File: config.mk
export PLATFORM = sky130hd
export DESIGN_NAME = multiply_alu_transfer_datapath
export DESIGN_NICKNAME = d
export VERILOG_FILES = /design/src/hdl/mac_alu_pkg.sv /design/src/hdl/multiply_alu_transfer_datapath.sv
export SDC_FILE = /design/constraint.sdc
export NUM_CORES = 2
export LEC_CHECK = 0
export BUFFER_PORTS_ARGS = -buffer_cell sky130_fd_sc_hd__buf_2
export CAP_MARGIN = 30
export CORE_UTILIZATION = 45
export CTS_CLUSTER_DIAMETER = 150
export DETAILED_ROUTE_END_ITERATION = 7
export GPL_TIMING_DRIVEN = 0
export PLACE_DENSITY = 0.67
export RECOVER_POWER = 25
export SLEW_MARGIN = 20
export SYNTH_ARGS = -nofsm -noshare
export SYNTH_HDL_FRONTEND = slang
export SYNTH_SLANG_ARGS = --single-unit
File: constraint.sdc
create_clock -name sys_clk -period 11.7 [get_ports sys_clk]
set_input_delay 1.17 -clock sys_clk [delete_from_list [all_inputs] [get_ports sys_clk]]
set_output_delay 1.17 -clock sys_clk [all_outputs]
set_load 0.005 [all_outputs]
File: src/hdl/mac_alu_pkg.sv
package mac_alu_pkg;
	// Register byte offsets
	localparam logic [7:0] OFS_CTRL   = 8'h00;
	localparam logic [7:0] OFS_INSTR  = 8'h04;
	localparam logic [7:0] OFS_STATUS = 8'h08;
	localparam logic [7:0] OFS_X      = 8'h0c;
	localparam logic [7:0] OFS_Y      = 8'h10;
	localparam logic [7:0] OFS_P      = 8'h14;
	localparam logic [7:0] OFS_A0_LO  = 8'h18;
	localparam logic [7:0] OFS_A0_HI  = 8'h1c;
	localparam logic [7:0] OFS_A1_LO  = 8'h20;
	localparam logic [7:0] OFS_A1_HI  = 8'h24;
	localparam logic [7:0] OFS_PTR    = 8'h28;
	localparam logic [1:0] WIN_DMEM   = 2'h1;
	localparam logic [1:0] WIN_CMEM   = 2'h2;
	localparam int PTR_C_POS = 8;
	localparam logic [4:0] CTRL_RST = 5'h00;
	localparam logic [1:0] RESP_OKAY   = 2'h0;
	localparam logic [1:0] RESP_SLVERR = 2'h2;
	// Extra cycles of an instruction that writes data memory
	localparam logic [3:0] MEM_WR_EXTRA = 4'h1;

	typedef struct packed {
		logic       overflow_limit_select;
		logic [1:0] low_half_zero_select;
		logic [1:0] align;
	} ctrl_t;

	typedef enum logic [3:0] {
		F_NONE = 4'h0, F_MUL = 4'h1, F_P_MUL = 4'h2, F_ADDP_MUL = 4'h3,
		F_SUBP_MUL = 4'h4, F_P = 4'h5, F_ADDP = 4'h6, F_SUBP = 4'h7,
		F_Y = 4'h8, F_ADDY = 4'h9, F_SUBY = 4'ha, F_AND = 4'hb,
		F_OR = 4'hc, F_XOR = 4'hd, F_CMPSUB = 4'he, F_CMPAND = 4'hf
	} func_t;

	typedef enum logic [4:0] {
		T_NONE = 5'h00, T_LD_YX = 5'h01, T_LD_YAT_X = 5'h02, T_LD_Y = 5'h03,
		T_LD_YLO = 5'h04, T_LD_ACC = 5'h05, T_LD_ACCLO = 5'h06, T_LD_XY = 5'h07,
		T_ADDR = 5'h08, T_ST_Y = 5'h09, T_ST_YLO = 5'h0a, T_ST_ACC = 5'h0b,
		T_ST_ACCLO = 5'h0c, T_XC_YX = 5'h0d, T_XC_Y = 5'h0e, T_XC_YLO = 5'h0f,
		T_XC_ACC = 5'h10, T_XC_ACCLO = 5'h11
	} xfer_t;

	typedef enum logic [1:0] {PM_ZERO = 2'h0, PM_INC = 2'h1, PM_DEC = 2'h2, PM_INC2 = 2'h3} pmod_t;

	typedef struct packed {
		logic [11:0] spare_hi;
		logic [3:0]  rep;
		pmod_t       pmod;
		logic        moved_acc_select;
		xfer_t       xfer;
		logic [1:0]  spare_lo;
		logic        dest_acc;
		logic        source_accumulator;
		func_t       func;
	} instr_t;

	typedef enum logic [2:0] {ST_IDLE = 3'b001, ST_RUN = 3'b010, ST_HOLD = 3'b100} exec_state_t;
endpackage

File: src/hdl/multiply_alu_transfer_datapath.sv
`timescale 1ns/1ps
module multiply_alu_transfer_datapath (
	// Clock, reset, enable
	input  wire logic        sys_clk,
	input  wire logic        rst,
	input  wire logic        ce,
	// AXI4-Lite write
	input  wire logic        awvalid,
	input  wire logic [7:0]  awaddr,
	output logic             awready,
	input  wire logic        wvalid,
	input  wire logic [31:0] wdata,
	input  wire logic [3:0]  wstrb,
	output logic             wready,
	output logic             bvalid,
	output logic [1:0]       bresp,
	input  wire logic        bready,
	// AXI4-Lite read
	input  wire logic        arvalid,
	input  wire logic [7:0]  araddr,
	output logic             arready,
	output logic             rvalid,
	output logic [31:0]      rdata,
	output logic [1:0]       rresp,
	input  wire logic        rready
);
	logic                        aw_hold_r, w_hold_r;
	logic [7:0]                  aw_addr_r;
	logic [31:0]                 w_data_r;
	logic [3:0]                  w_strb_r;
	logic                        do_wr, wr_ok, busy, exec;
	logic [31:0]                 rd_val;
	logic                        rd_ok;
	mac_alu_pkg::ctrl_t          ctrl_r;
	mac_alu_pkg::instr_t         ir_r;
	mac_alu_pkg::exec_state_t    st_r;
	logic [3:0]                  cnt_r;
	logic [15:0]                 cyc_r;
	logic [15:0]                 x_r;
	logic [31:0]                 y_r, p_r;
	logic [35:0]                 acc_r [2];
	logic [3:0]                  dptr_r, cptr_r;
	logic                        neg_r, zero_r;
	logic [15:0]                 dmem [16];
	logic [15:0]                 cmem [16];
	logic [35:0]                 a_s, a_t, p_ext, p_al, y_ext, alu_res;
	logic [31:0]                 prod;
	logic [15:0]                 dm_rd, cm_rd, st_val, lim_hi, lim_lo;
	logic                        fn_wr, fn_flag, is_mul, mem_st, use_x, use_y, is_nop;
	logic                        y_zero, a_zero;
	logic [31:0]                 ctrl_m, x_m, dm_m, cm_m;

	function automatic logic [31:0] merge(input logic [31:0] o, input logic [31:0] n,
			input logic [3:0] s);
		logic [31:0] r;
		r = o;
		for (int b = 0; b < 4; b++) begin
			if (s[b]) begin
				r[8*b +: 8] = n[8*b +: 8];
			end
		end
		return r;
	endfunction

	assign busy = (st_r != mac_alu_pkg::ST_IDLE);
	assign exec = ce && (st_r == mac_alu_pkg::ST_RUN);
	assign do_wr = aw_hold_r && w_hold_r && !bvalid;
	assign wr_ok = !busy && ((aw_addr_r[7:6] == mac_alu_pkg::WIN_DMEM) ||
		(aw_addr_r[7:6] == mac_alu_pkg::WIN_CMEM) || (aw_addr_r == mac_alu_pkg::OFS_CTRL) ||
		(aw_addr_r == mac_alu_pkg::OFS_INSTR) || (aw_addr_r == mac_alu_pkg::OFS_X) ||
		(aw_addr_r == mac_alu_pkg::OFS_Y) || (aw_addr_r == mac_alu_pkg::OFS_P) ||
		(aw_addr_r == mac_alu_pkg::OFS_PTR));

	// Byte-lane merges for bus writes
	assign ctrl_m = merge({27'h0, ctrl_r}, w_data_r, w_strb_r);
	assign x_m    = merge({16'h0000, x_r}, w_data_r, w_strb_r);
	assign dm_m   = merge({16'h0000, dmem[aw_addr_r[5:2]]}, w_data_r, w_strb_r);
	assign cm_m   = merge({16'h0000, cmem[aw_addr_r[5:2]]}, w_data_r, w_strb_r);

	// Write channel capture, either order
	always_ff @(posedge sys_clk) begin
		if (rst) begin
			aw_hold_r <= 1'b0;
			w_hold_r  <= 1'b0;
			awready   <= 1'b0;
			wready    <= 1'b0;
			aw_addr_r <= 8'h00;
			w_data_r  <= 32'h0000_0000;
			w_strb_r  <= 4'h0;
			bvalid    <= 1'b0;
			bresp     <= mac_alu_pkg::RESP_OKAY;
		end else if (ce) begin
			if (awvalid && awready) begin
				aw_hold_r <= 1'b1;
				aw_addr_r <= {awaddr[7:2], 2'b00};
				awready   <= 1'b0;
			end else if (!aw_hold_r) begin
				awready <= 1'b1;
			end
			if (wvalid && wready) begin
				w_hold_r <= 1'b1;
				w_data_r <= wdata;
				w_strb_r <= wstrb;
				wready   <= 1'b0;
			end else if (!w_hold_r) begin
				wready <= 1'b1;
			end
			if (do_wr) begin
				aw_hold_r <= 1'b0;
				w_hold_r  <= 1'b0;
				bvalid    <= 1'b1;
				bresp     <= wr_ok ? mac_alu_pkg::RESP_OKAY : mac_alu_pkg::RESP_SLVERR;
			end else if (bready) begin
				bvalid <= 1'b0;
			end
		end
	end

	// Read decode
	always_comb begin
		rd_ok = 1'b1;
		rd_val = 32'h0000_0000;
		if (araddr[7:6] == mac_alu_pkg::WIN_DMEM) begin
			rd_val = {16'h0000, dmem[araddr[5:2]]};
		end else if (araddr[7:6] == mac_alu_pkg::WIN_CMEM) begin
			rd_val = {16'h0000, cmem[araddr[5:2]]};
		end else begin
			unique case ({araddr[7:2], 2'b00})
				mac_alu_pkg::OFS_CTRL:   rd_val = {27'h0, ctrl_r};
				mac_alu_pkg::OFS_INSTR:  rd_val = ir_r;
				mac_alu_pkg::OFS_STATUS: rd_val = {cyc_r, 13'h0, zero_r, neg_r, busy};
				mac_alu_pkg::OFS_X:      rd_val = {16'h0000, x_r};
				mac_alu_pkg::OFS_Y:      rd_val = y_r;
				mac_alu_pkg::OFS_P:      rd_val = p_r;
				mac_alu_pkg::OFS_A0_LO:  rd_val = acc_r[0][31:0];
				mac_alu_pkg::OFS_A0_HI:  rd_val = {28'h0, acc_r[0][35:32]};
				mac_alu_pkg::OFS_A1_LO:  rd_val = acc_r[1][31:0];
				mac_alu_pkg::OFS_A1_HI:  rd_val = {28'h0, acc_r[1][35:32]};
				mac_alu_pkg::OFS_PTR:    rd_val = {20'h0, cptr_r, 4'h0, dptr_r};
				default:                 rd_ok = 1'b0;
			endcase
		end
	end

	always_ff @(posedge sys_clk) begin
		if (rst) begin
			arready <= 1'b0;
			rvalid  <= 1'b0;
			rdata   <= 32'h0000_0000;
			rresp   <= mac_alu_pkg::RESP_OKAY;
		end else if (ce) begin
			if (arvalid && arready) begin
				arready <= 1'b0;
				rvalid  <= 1'b1;
				rdata   <= rd_val;
				rresp   <= rd_ok ? mac_alu_pkg::RESP_OKAY : mac_alu_pkg::RESP_SLVERR;
			end else if (rvalid && rready) begin
				rvalid  <= 1'b0;
				arready <= 1'b1;
			end else if (!rvalid) begin
				arready <= 1'b1;
			end
		end
	end

	// Control register and instruction issue
	always_ff @(posedge sys_clk) begin
		if (rst) begin
			ctrl_r <= mac_alu_pkg::CTRL_RST;
			ir_r   <= '0;
		end else if (ce && do_wr && wr_ok) begin
			if (aw_addr_r == mac_alu_pkg::OFS_CTRL) begin
				ctrl_r <= ctrl_m[4:0];
			end
			if (aw_addr_r == mac_alu_pkg::OFS_INSTR) begin
				ir_r <= merge(ir_r, w_data_r, w_strb_r);
			end
		end
	end

	// Transfer classes
	assign is_nop = (ir_r.func == mac_alu_pkg::F_NONE) && (ir_r.xfer == mac_alu_pkg::T_NONE);
	assign mem_st = (ir_r.xfer >= mac_alu_pkg::T_ST_Y);
	assign use_x  = (ir_r.xfer == mac_alu_pkg::T_LD_YX) || (ir_r.xfer == mac_alu_pkg::T_LD_YAT_X) ||
		(ir_r.xfer == mac_alu_pkg::T_XC_YX);
	assign use_y  = (ir_r.xfer != mac_alu_pkg::T_NONE) && (ir_r.xfer != mac_alu_pkg::T_LD_YAT_X);
	assign y_zero = !ctrl_r.low_half_zero_select[0];
	assign a_zero = !ctrl_r.low_half_zero_select[1];

	// Sequencer
	always_ff @(posedge sys_clk) begin
		if (rst) begin
			st_r  <= mac_alu_pkg::ST_IDLE;
			cnt_r <= 4'h0;
			cyc_r <= 16'h0000;
		end else if (ce) begin
			unique case (st_r)
				mac_alu_pkg::ST_IDLE: begin
					if (do_wr && wr_ok && aw_addr_r == mac_alu_pkg::OFS_INSTR) begin
						st_r  <= mac_alu_pkg::ST_RUN;
						cyc_r <= 16'h0000;
					end
				end
				mac_alu_pkg::ST_RUN: begin
					cyc_r <= cyc_r + 16'h0001;
					if (mem_st) begin
						st_r  <= mac_alu_pkg::ST_HOLD;
						cnt_r <= mac_alu_pkg::MEM_WR_EXTRA;
					end else if (is_nop && ir_r.rep > 4'h1) begin
						st_r  <= mac_alu_pkg::ST_HOLD;
						cnt_r <= ir_r.rep - 4'h1;
					end else begin
						st_r <= mac_alu_pkg::ST_IDLE;
					end
				end
				mac_alu_pkg::ST_HOLD: begin
					cyc_r <= cyc_r + 16'h0001;
					cnt_r <= cnt_r - 4'h1;
					if (cnt_r == 4'h1) begin
						st_r <= mac_alu_pkg::ST_IDLE;
					end
				end
				default: st_r <= mac_alu_pkg::ST_IDLE;
			endcase
		end
	end

	// Datapath operands, all taken from pre-instruction state
	assign a_s   = ir_r.source_accumulator ? acc_r[1] : acc_r[0];
	assign a_t   = ir_r.moved_acc_select ? acc_r[1] : acc_r[0];
	assign dm_rd = dmem[dptr_r];
	assign cm_rd = cmem[cptr_r];
	assign prod  = $signed(x_r) * $signed(y_r[31:16]);
	// sign extension of p and y
	assign p_ext = {{4{p_r[31]}}, p_r};
	assign y_ext = {{4{y_r[31]}}, y_r};
	always_comb begin
		unique case (ctrl_r.align)
			2'h1:    p_al = {{2{p_ext[35]}}, p_ext[35:2]};
			2'h2:    p_al = {p_ext[33:0], 2'b00};
			default: p_al = p_ext;
		endcase
	end

	assign is_mul  = (ir_r.func >= mac_alu_pkg::F_MUL) && (ir_r.func <= mac_alu_pkg::F_SUBP_MUL);
	assign fn_flag = (ir_r.func >= mac_alu_pkg::F_P_MUL);
	assign fn_wr   = fn_flag && (ir_r.func < mac_alu_pkg::F_CMPSUB);

	always_comb begin
		unique case (ir_r.func)
			mac_alu_pkg::F_P_MUL, mac_alu_pkg::F_P:       alu_res = p_al;
			mac_alu_pkg::F_ADDP_MUL, mac_alu_pkg::F_ADDP: alu_res = a_s + p_al;
			mac_alu_pkg::F_SUBP_MUL, mac_alu_pkg::F_SUBP: alu_res = a_s - p_al;
			mac_alu_pkg::F_Y:                             alu_res = y_ext;
			mac_alu_pkg::F_ADDY:                          alu_res = a_s + y_ext;
			mac_alu_pkg::F_SUBY, mac_alu_pkg::F_CMPSUB:   alu_res = a_s - y_ext;
			mac_alu_pkg::F_AND, mac_alu_pkg::F_CMPAND:    alu_res = a_s & y_ext;
			mac_alu_pkg::F_OR:                            alu_res = a_s | y_ext;
			mac_alu_pkg::F_XOR:                           alu_res = a_s ^ y_ext;
			default:                                      alu_res = 36'h0_0000_0000;
		endcase
	end

	always_comb begin
		lim_hi = a_t[31:16];
		lim_lo = a_t[15:0];
		if (ctrl_r.overflow_limit_select && (a_t[35:31] != {5{a_t[35]}})) begin
			lim_hi = a_t[35] ? 16'h8000 : 16'h7fff;
			lim_lo = a_t[35] ? 16'h0000 : 16'hffff;
		end
	end

	always_comb begin
		unique case (ir_r.xfer)
			mac_alu_pkg::T_ST_Y, mac_alu_pkg::T_XC_YX, mac_alu_pkg::T_XC_Y: st_val = y_r[31:16];
			mac_alu_pkg::T_ST_YLO, mac_alu_pkg::T_XC_YLO:                   st_val = y_r[15:0];
			mac_alu_pkg::T_ST_ACCLO:                                        st_val = lim_lo;
			default:                                                        st_val = lim_hi;
		endcase
	end

	// Flags from function result
	always_ff @(posedge sys_clk) begin
		if (rst) begin
			neg_r  <= 1'b0;
			zero_r <= 1'b0;
		end else if (exec && fn_flag) begin
			neg_r  <= alu_res[35];
			zero_r <= (alu_res == 36'h0_0000_0000);
		end
	end

	// Product register
	always_ff @(posedge sys_clk) begin
		if (rst) begin
			p_r <= 32'h0000_0000;
		end else if (ce) begin
			if (do_wr && wr_ok && aw_addr_r == mac_alu_pkg::OFS_P) begin
				p_r <= merge(p_r, w_data_r, w_strb_r);
			end
			if (exec && is_mul) begin
				p_r <= prod;
			end
		end
	end

	// First operand register
	always_ff @(posedge sys_clk) begin
		if (rst) begin
			x_r <= 16'h0000;
		end else if (ce) begin
			if (do_wr && wr_ok && aw_addr_r == mac_alu_pkg::OFS_X) begin
				x_r <= x_m[15:0];
			end
			// x from coefficient or data memory
			if (exec && use_x) begin
				x_r <= cm_rd;
			end else if (exec && ir_r.xfer == mac_alu_pkg::T_LD_XY) begin
				x_r <= dm_rd;
			end
		end
	end

	// Second operand register
	always_ff @(posedge sys_clk) begin
		if (rst) begin
			y_r <= 32'h0000_0000;
		end else if (ce) begin
			if (do_wr && wr_ok && aw_addr_r == mac_alu_pkg::OFS_Y) begin
				y_r <= merge(y_r, w_data_r, w_strb_r);
			end
			if (exec) begin
				unique case (ir_r.xfer)
					mac_alu_pkg::T_LD_YX, mac_alu_pkg::T_LD_Y, mac_alu_pkg::T_XC_YX,
					mac_alu_pkg::T_XC_Y: begin
						y_r[31:16] <= dm_rd;
						if (y_zero) begin
							y_r[15:0] <= 16'h0000;
						end
					end
					mac_alu_pkg::T_LD_YAT_X: begin
						y_r[31:16] <= a_t[31:16];
						if (y_zero) begin
							y_r[15:0] <= 16'h0000;
						end
					end
					mac_alu_pkg::T_LD_YLO, mac_alu_pkg::T_XC_YLO: y_r[15:0] <= dm_rd;
					default: ;
				endcase
			end
		end
	end

	// Accumulators
	for (genvar i = 0; i < 2; i++) begin : g_acc
		always_ff @(posedge sys_clk) begin
			if (rst) begin
				acc_r[i] <= 36'h0_0000_0000;
			end else if (exec) begin
				if (fn_wr && ir_r.dest_acc == 1'(i)) begin
					acc_r[i] <= alu_res;
				end
				if (ir_r.moved_acc_select == 1'(i)) begin
					unique case (ir_r.xfer)
						// upper load, guard from bit 31
						mac_alu_pkg::T_LD_ACC, mac_alu_pkg::T_XC_ACC:
							acc_r[i] <= {{4{dm_rd[15]}}, dm_rd,
								a_zero ? 16'h0000 : acc_r[i][15:0]};
						mac_alu_pkg::T_LD_ACCLO, mac_alu_pkg::T_XC_ACCLO:
							acc_r[i][15:0] <= dm_rd;
						default: ;
					endcase
				end
			end
		end
	end

	// Pointers and memories
	always_ff @(posedge sys_clk) begin
		if (rst) begin
			dptr_r <= 4'h0;
			cptr_r <= 4'h0;
		end else if (ce) begin
			if (do_wr && wr_ok && aw_addr_r == mac_alu_pkg::OFS_PTR) begin
				dptr_r <= w_data_r[3:0];
				cptr_r <= w_data_r[mac_alu_pkg::PTR_C_POS +: 4];
			end
			if (exec && use_y) begin
				unique case (ir_r.pmod)
					mac_alu_pkg::PM_INC:  dptr_r <= dptr_r + 4'h1;
					mac_alu_pkg::PM_DEC:  dptr_r <= dptr_r - 4'h1;
					mac_alu_pkg::PM_INC2: dptr_r <= dptr_r + 4'h2;
					default:              dptr_r <= dptr_r;
				endcase
			end
			if (exec && use_x) begin
				cptr_r <= cptr_r + 4'h1;
			end
		end
	end

	always_ff @(posedge sys_clk) begin
		if (ce) begin
			if (do_wr && wr_ok && aw_addr_r[7:6] == mac_alu_pkg::WIN_DMEM) begin
				dmem[aw_addr_r[5:2]] <= dm_m[15:0];
			end
			if (do_wr && wr_ok && aw_addr_r[7:6] == mac_alu_pkg::WIN_CMEM) begin
				cmem[aw_addr_r[5:2]] <= cm_m[15:0];
			end
			if (exec && mem_st) begin
				dmem[dptr_r] <= st_val;
			end
		end
	end
endmodule

==> parameters.txt <==
Parameter                              Value

Yosys
  Async SR Flop Fraction ... 0%
  Syn Area/Cell ... 10.83 µm²
  Netlist area before placement ... 57130 µm²
  Number of library cell types mapped by synthesis ... 93
  Yosys warning count ... 0
  Post-Syn Instances ... 5277
  Number of synthesized register bits ... 825
  Post-synth EDFFs ... 584
  Sequential-to-total area share from yosys stat ... 39.14%
  Leading register cell type out of synthesis ... sky130_fd_sc_hd__edfxtp_1

CTS
  Clock Path Buffers ... 3
  Skew-Pair Late Insertion Delay ... 0.72 ns
  Clock transition time at the flip-flop clock pins of the worst setup and hold paths ... 0.07 ns
  Post-CTS setup buffers ... 0
  Cts hold-fix bufs ... 0
  CTS tree ... done
  Root buf cell ... sky130_fd_sc_hd__clkbuf_16
  TritonCTS buffer count ... 88
  Count of cells resized by post-cts repair ... 0
  Htree depth ... 3
  Number of clock sinks seen by CTS ... 825

Critical path
  Worst reg2reg setup slack ... 2.62 ns
  Capturing instance or port of the critical path ... zero_r
  Startpoint of the worst setup timing path ... ctrl_r[0]
  Kind of end point of the critical path ... flop
  R2r startpoint ... ctrl_r[0]
  Worst Reg2Reg Path Length in Cells ... 27
  Data arrival time of the worst path ... 9.73 ns
  Required time worst endpoint ... 12.35 ns
  Worst Path Class, Setup ... reg2reg
  Maximum fanout along the worst path ... 10
  Endpoint of the worst register-to-register path ... zero_r
  Critical path launch point type ... flop

Place
  Number of buffer cells added on primary ports ... 89
  Setup Slack @ Placement ... approximately 3.0 ns
  Detailed Place HPWL ... 190.8 mm
  Final weighted congestion in routability-driven placement ... 1.054

Routing
  Average wire per standard cell ... about 34 µm
  Starting DRT DRC Count ... 7299
  Number of remaining DRC errors ... 6
  Via count of the routed design ... 47.92k
  Average via count per standard cell ... 6.598
  Detailed-routing iteration count for the pre-antenna-repair pass ... 8
  Post-detailed-routing wire length ... around 240 mm
  Number of nets with antenna violations after detailed routing ... 0

Pwr
  Peak supply drop ... 0.0001287 V
  P_leak ... 23.00 nW
  Power per unit of standard cell area ... a little over 100 nW/µm²

Global routing
  Initial antenna violation count ... 8
  GR Overflow Total ... 0
  Global-route usage over all layers ... 37.97%
  First-pass GRT wire length ... 341.4 mm
  Number of global-route vias before repair ... 46.08k
  Maximum number of pins on one net before global-route repair ... 24

STA
  Clock tree skew after final layout ... between 0.05 and 0.06 ns
  Final-layout worst hold slack ... 0.4674 ns
  RSZ-0062 raised after global routing ... no
  Period minus WS final ... between 9 and 10 ns
  Worst relative slew slack ... -14.26%
  Fmax ... about 110 MHz
  Setup Total Neg Slack ... 0 ns
  Slack of the critical path ... between 2 and 3 ns
  Slew Limit Fails ... 170
  Final count of negative-setup-slack endpoints ... 0
  Actual transition at the worst max-transition pin ... between 1.5 and 2 ns
  Count of final hold-check violations ... 0
  Part of the cycle the worst path needs ... 77.63%

Floorplan
  Initial core utilization ... 45.44%
  Core region area ... 125700 µm²
  Io pins ... 101
  Overall die area ... 128400 µm²
  Height of the die ... around 360 µm
  Number of core rows ... 130
  Floorplan die width ... 358.3 µm

Cells and area
  Most common library cell in the layout ignoring fill and taps ... sky130_fd_sc_hd__nand2_1
  Fraction of final layout cells sized beyond drive strength 1 ... about an eighth
  Syn-to-layout area delta ... 11.06%
  Fill cells ... 11.22k
  Number of nets in the layout ... 6063
  Most frequent cells in the layout ... sky130_fd_sc_hd__nand2_1, sky130_fd_sc_hd__edfxtp_1, sky130_fd_sc_hd__inv_1, sky130_fd_sc_hd__clkbuf_1, sky130_fd_sc_hd__nor2_1

Hold path
  Type of the tightest min-delay check ... reg2reg

Status
  Status ... finished with violations
  Failing checks ... design-rule violations, max-capacitance violations, max-slew violations

Flow run
  Max cap viols ... 9
per-layer routing:
layer	share of wire, %	up-vias	track usage, %
li1	-	19827	-
met1	37	24046	49.59
met2	43	3302	56.10
met3	12	744	9.893
met4	7.6	4	24.34
met5	0.012	-	0
worst max-delay path, stage by stage, from the launching register on:
cell	delay, ns
sky130_fd_sc_hd__dfxtp_1	0.62
sky130_fd_sc_hd__inv_1	0.10
sky130_fd_sc_hd__ha_1	0.37
sky130_fd_sc_hd__buf_4	0.20
sky130_fd_sc_hd__buf_2	0.25
sky130_fd_sc_hd__buf_2	0.26
sky130_fd_sc_hd__buf_2	0.28
sky130_fd_sc_hd__o21ai_0	0.30
sky130_fd_sc_hd__inv_1	0.13
sky130_fd_sc_hd__ha_1	0.18
sky130_fd_sc_hd__inv_1	0.06
sky130_fd_sc_hd__or4_1	0.59
sky130_fd_sc_hd__nor2_1	0.37
sky130_fd_sc_hd__nand2_1	0.12
sky130_fd_sc_hd__xnor2_1	0.25
sky130_fd_sc_hd__a21oi_1	0.21
sky130_fd_sc_hd__ha_1	0.37
sky130_fd_sc_hd__clkbuf_1	0.26
sky130_fd_sc_hd__nand4_1	0.20
sky130_fd_sc_hd__a2111oi_1	0.97
sky130_fd_sc_hd__o21ai_0	0.22
sky130_fd_sc_hd__and2_1	0.23
sky130_fd_sc_hd__xnor2_1	0.19
sky130_fd_sc_hd__a2111oi_0	0.90
sky130_fd_sc_hd__nand4_1	0.19
sky130_fd_sc_hd__nor4_1	0.64
sky130_fd_sc_hd__nand4_1	0.38
sky130_fd_sc_hd__o21ai_0	0.18
flip-flops by register name, indices dropped and copies added, names as in the netlist, 3 cells and up, named ones only:
register	count
aw_addr_r	6
st_r	3
w_strb_r	4
w_data_r	32
dmem	256
ctrl_r	5
x_r	16
rdata	32
cnt_r	4
p_r	32
cptr_r	4
ir_r	32
cmem	256
y_r	32
dptr_r	4
cyc_r	16
acc_r	72
stage by stage:
step,util (%),power (W),instances,area (µm²)
CTS,50.36,0.006545,7234,63310
global placement,47.44,0.003657,7017,59650
detailed placement,47.98,0.003667,7068,60330
floorplan,-,0.003459,5278,57140
global route,50.46,0.006686,7258,63440
finish,50.47,0.006576,7263,63450
power breakdown:
part           internal [W]  switching, W
combinational      0.000150      0.000308
clock               0.00166       0.00129
sequential          0.00313     0.0000451
total               0.00494       0.00164
how the worst min path moves through the flow:
stage	from	end	slack, ns	cells after the start
2_1_floorplan	ir_r[6]	ir_r[6]	0.44	2
3_3_place_gp	ir_r[7]	ir_r[7]	0.44	2
3_5_place_dp	ir_r[7]	ir_r[7]	0.45	2
4_1_cts	ir_r[7]	ir_r[7]	0.46	2
5_1_grt	ir_r[7]	ir_r[7]	0.48	2
6_report	ir_r[7]	ir_r[7]	0.47	2
synth_stat cells, types with 22 or more instances:
| cell | number | share of area (%) |
|---|---|---|
| sky130_fd_sc_hd__inv_1 | 410 | 2.7 |
| sky130_fd_sc_hd__nand2b_1 | 26 | 0.28 |
| sky130_fd_sc_hd__xor2_1 | 46 | 0.71 |
| sky130_fd_sc_hd__nand3_1 | 119 | 1.0 |
| sky130_fd_sc_hd__fa_1 | 264 | 9.3 |
| sky130_fd_sc_hd__a21oi_1 | 284 | 2.5 |
| sky130_fd_sc_hd__mux2i_1 | 147 | 2.6 |
| sky130_fd_sc_hd__clkbuf_1 | 307 | 2.0 |
| sky130_fd_sc_hd__ha_1 | 209 | 4.6 |
| sky130_fd_sc_hd__mux4_2 | 318 | 13 |
| sky130_fd_sc_hd__a22oi_1 | 84 | 1.1 |
| sky130_fd_sc_hd__and3_1 | 22 | 0.24 |
| sky130_fd_sc_hd__edfxtp_1 | 584 | 31 |
| sky130_fd_sc_hd__mux2_2 | 31 | 0.61 |
| sky130_fd_sc_hd__o21a_1 | 25 | 0.33 |
| sky130_fd_sc_hd__a221o_1 | 37 | 0.65 |
| sky130_fd_sc_hd__xnor2_1 | 65 | 1.0 |
| sky130_fd_sc_hd__nor2_1 | 338 | 2.2 |
| sky130_fd_sc_hd__nand4_1 | 27 | 0.30 |
| sky130_fd_sc_hd__o21ai_0 | 309 | 2.7 |
| sky130_fd_sc_hd__nor2b_1 | 24 | 0.26 |
| sky130_fd_sc_hd__a221oi_1 | 40 | 0.61 |
| sky130_fd_sc_hd__a21o_1 | 26 | 0.34 |
| sky130_fd_sc_hd__nor3_1 | 70 | 0.61 |
| sky130_fd_sc_hd__o31ai_1 | 23 | 0.30 |
| sky130_fd_sc_hd__o211ai_1 | 33 | 0.43 |
| sky130_fd_sc_hd__a22o_1 | 51 | 0.78 |
| sky130_fd_sc_hd__a211oi_1 | 31 | 0.41 |
| sky130_fd_sc_hd__buf_1 | 58 | 0.38 |
| sky130_fd_sc_hd__nand2_1 | 612 | 4.0 |
| sky130_fd_sc_hd__and2_1 | 114 | 1.2 |
| sky130_fd_sc_hd__o22ai_1 | 32 | 0.35 |
| sky130_fd_sc_hd__dfxtp_1 | 241 | 8.4 |
final cells by class:
type	instances	area [µm²]	area share [%]
antenna	7	17.52	0.02761
buffer	385	1491	2.350
clock buffer	116	2347	3.699
clock inverter	50	640.6	1.010
inverter	411	1543	2.431
multi-input combinational	3657	31850	50.20
sequential	825	22360	35.24
tap	1650	2064	3.254
timing repair buffer	162	1132	1.785
kinds of logic (layout without fill, tap and decap cells):
| group | after synthesis | in the layout | synth area share [%] |
|---|---|---|---|
| XOR/XNOR | 111 | 111 | 1.702 |
| adder cells (fa/ha/maj) | 473 | 473 | 13.83 |
| multiplexers | 496 | 496 | 15.72 |
| flip-flops | 825 | 825 | 39.14 |
| AND/OR/NAND/NOR | 1434 | 1434 | 11.40 |
| other | 1 | 9 | 0.006564 |
| AO/OA/AOI/OAI | 1141 | 1141 | 12.90 |
| buffers and inverters | 796 | 1124 | 5.302 |
No activity file was read; power rests on OpenSTA's default activity.
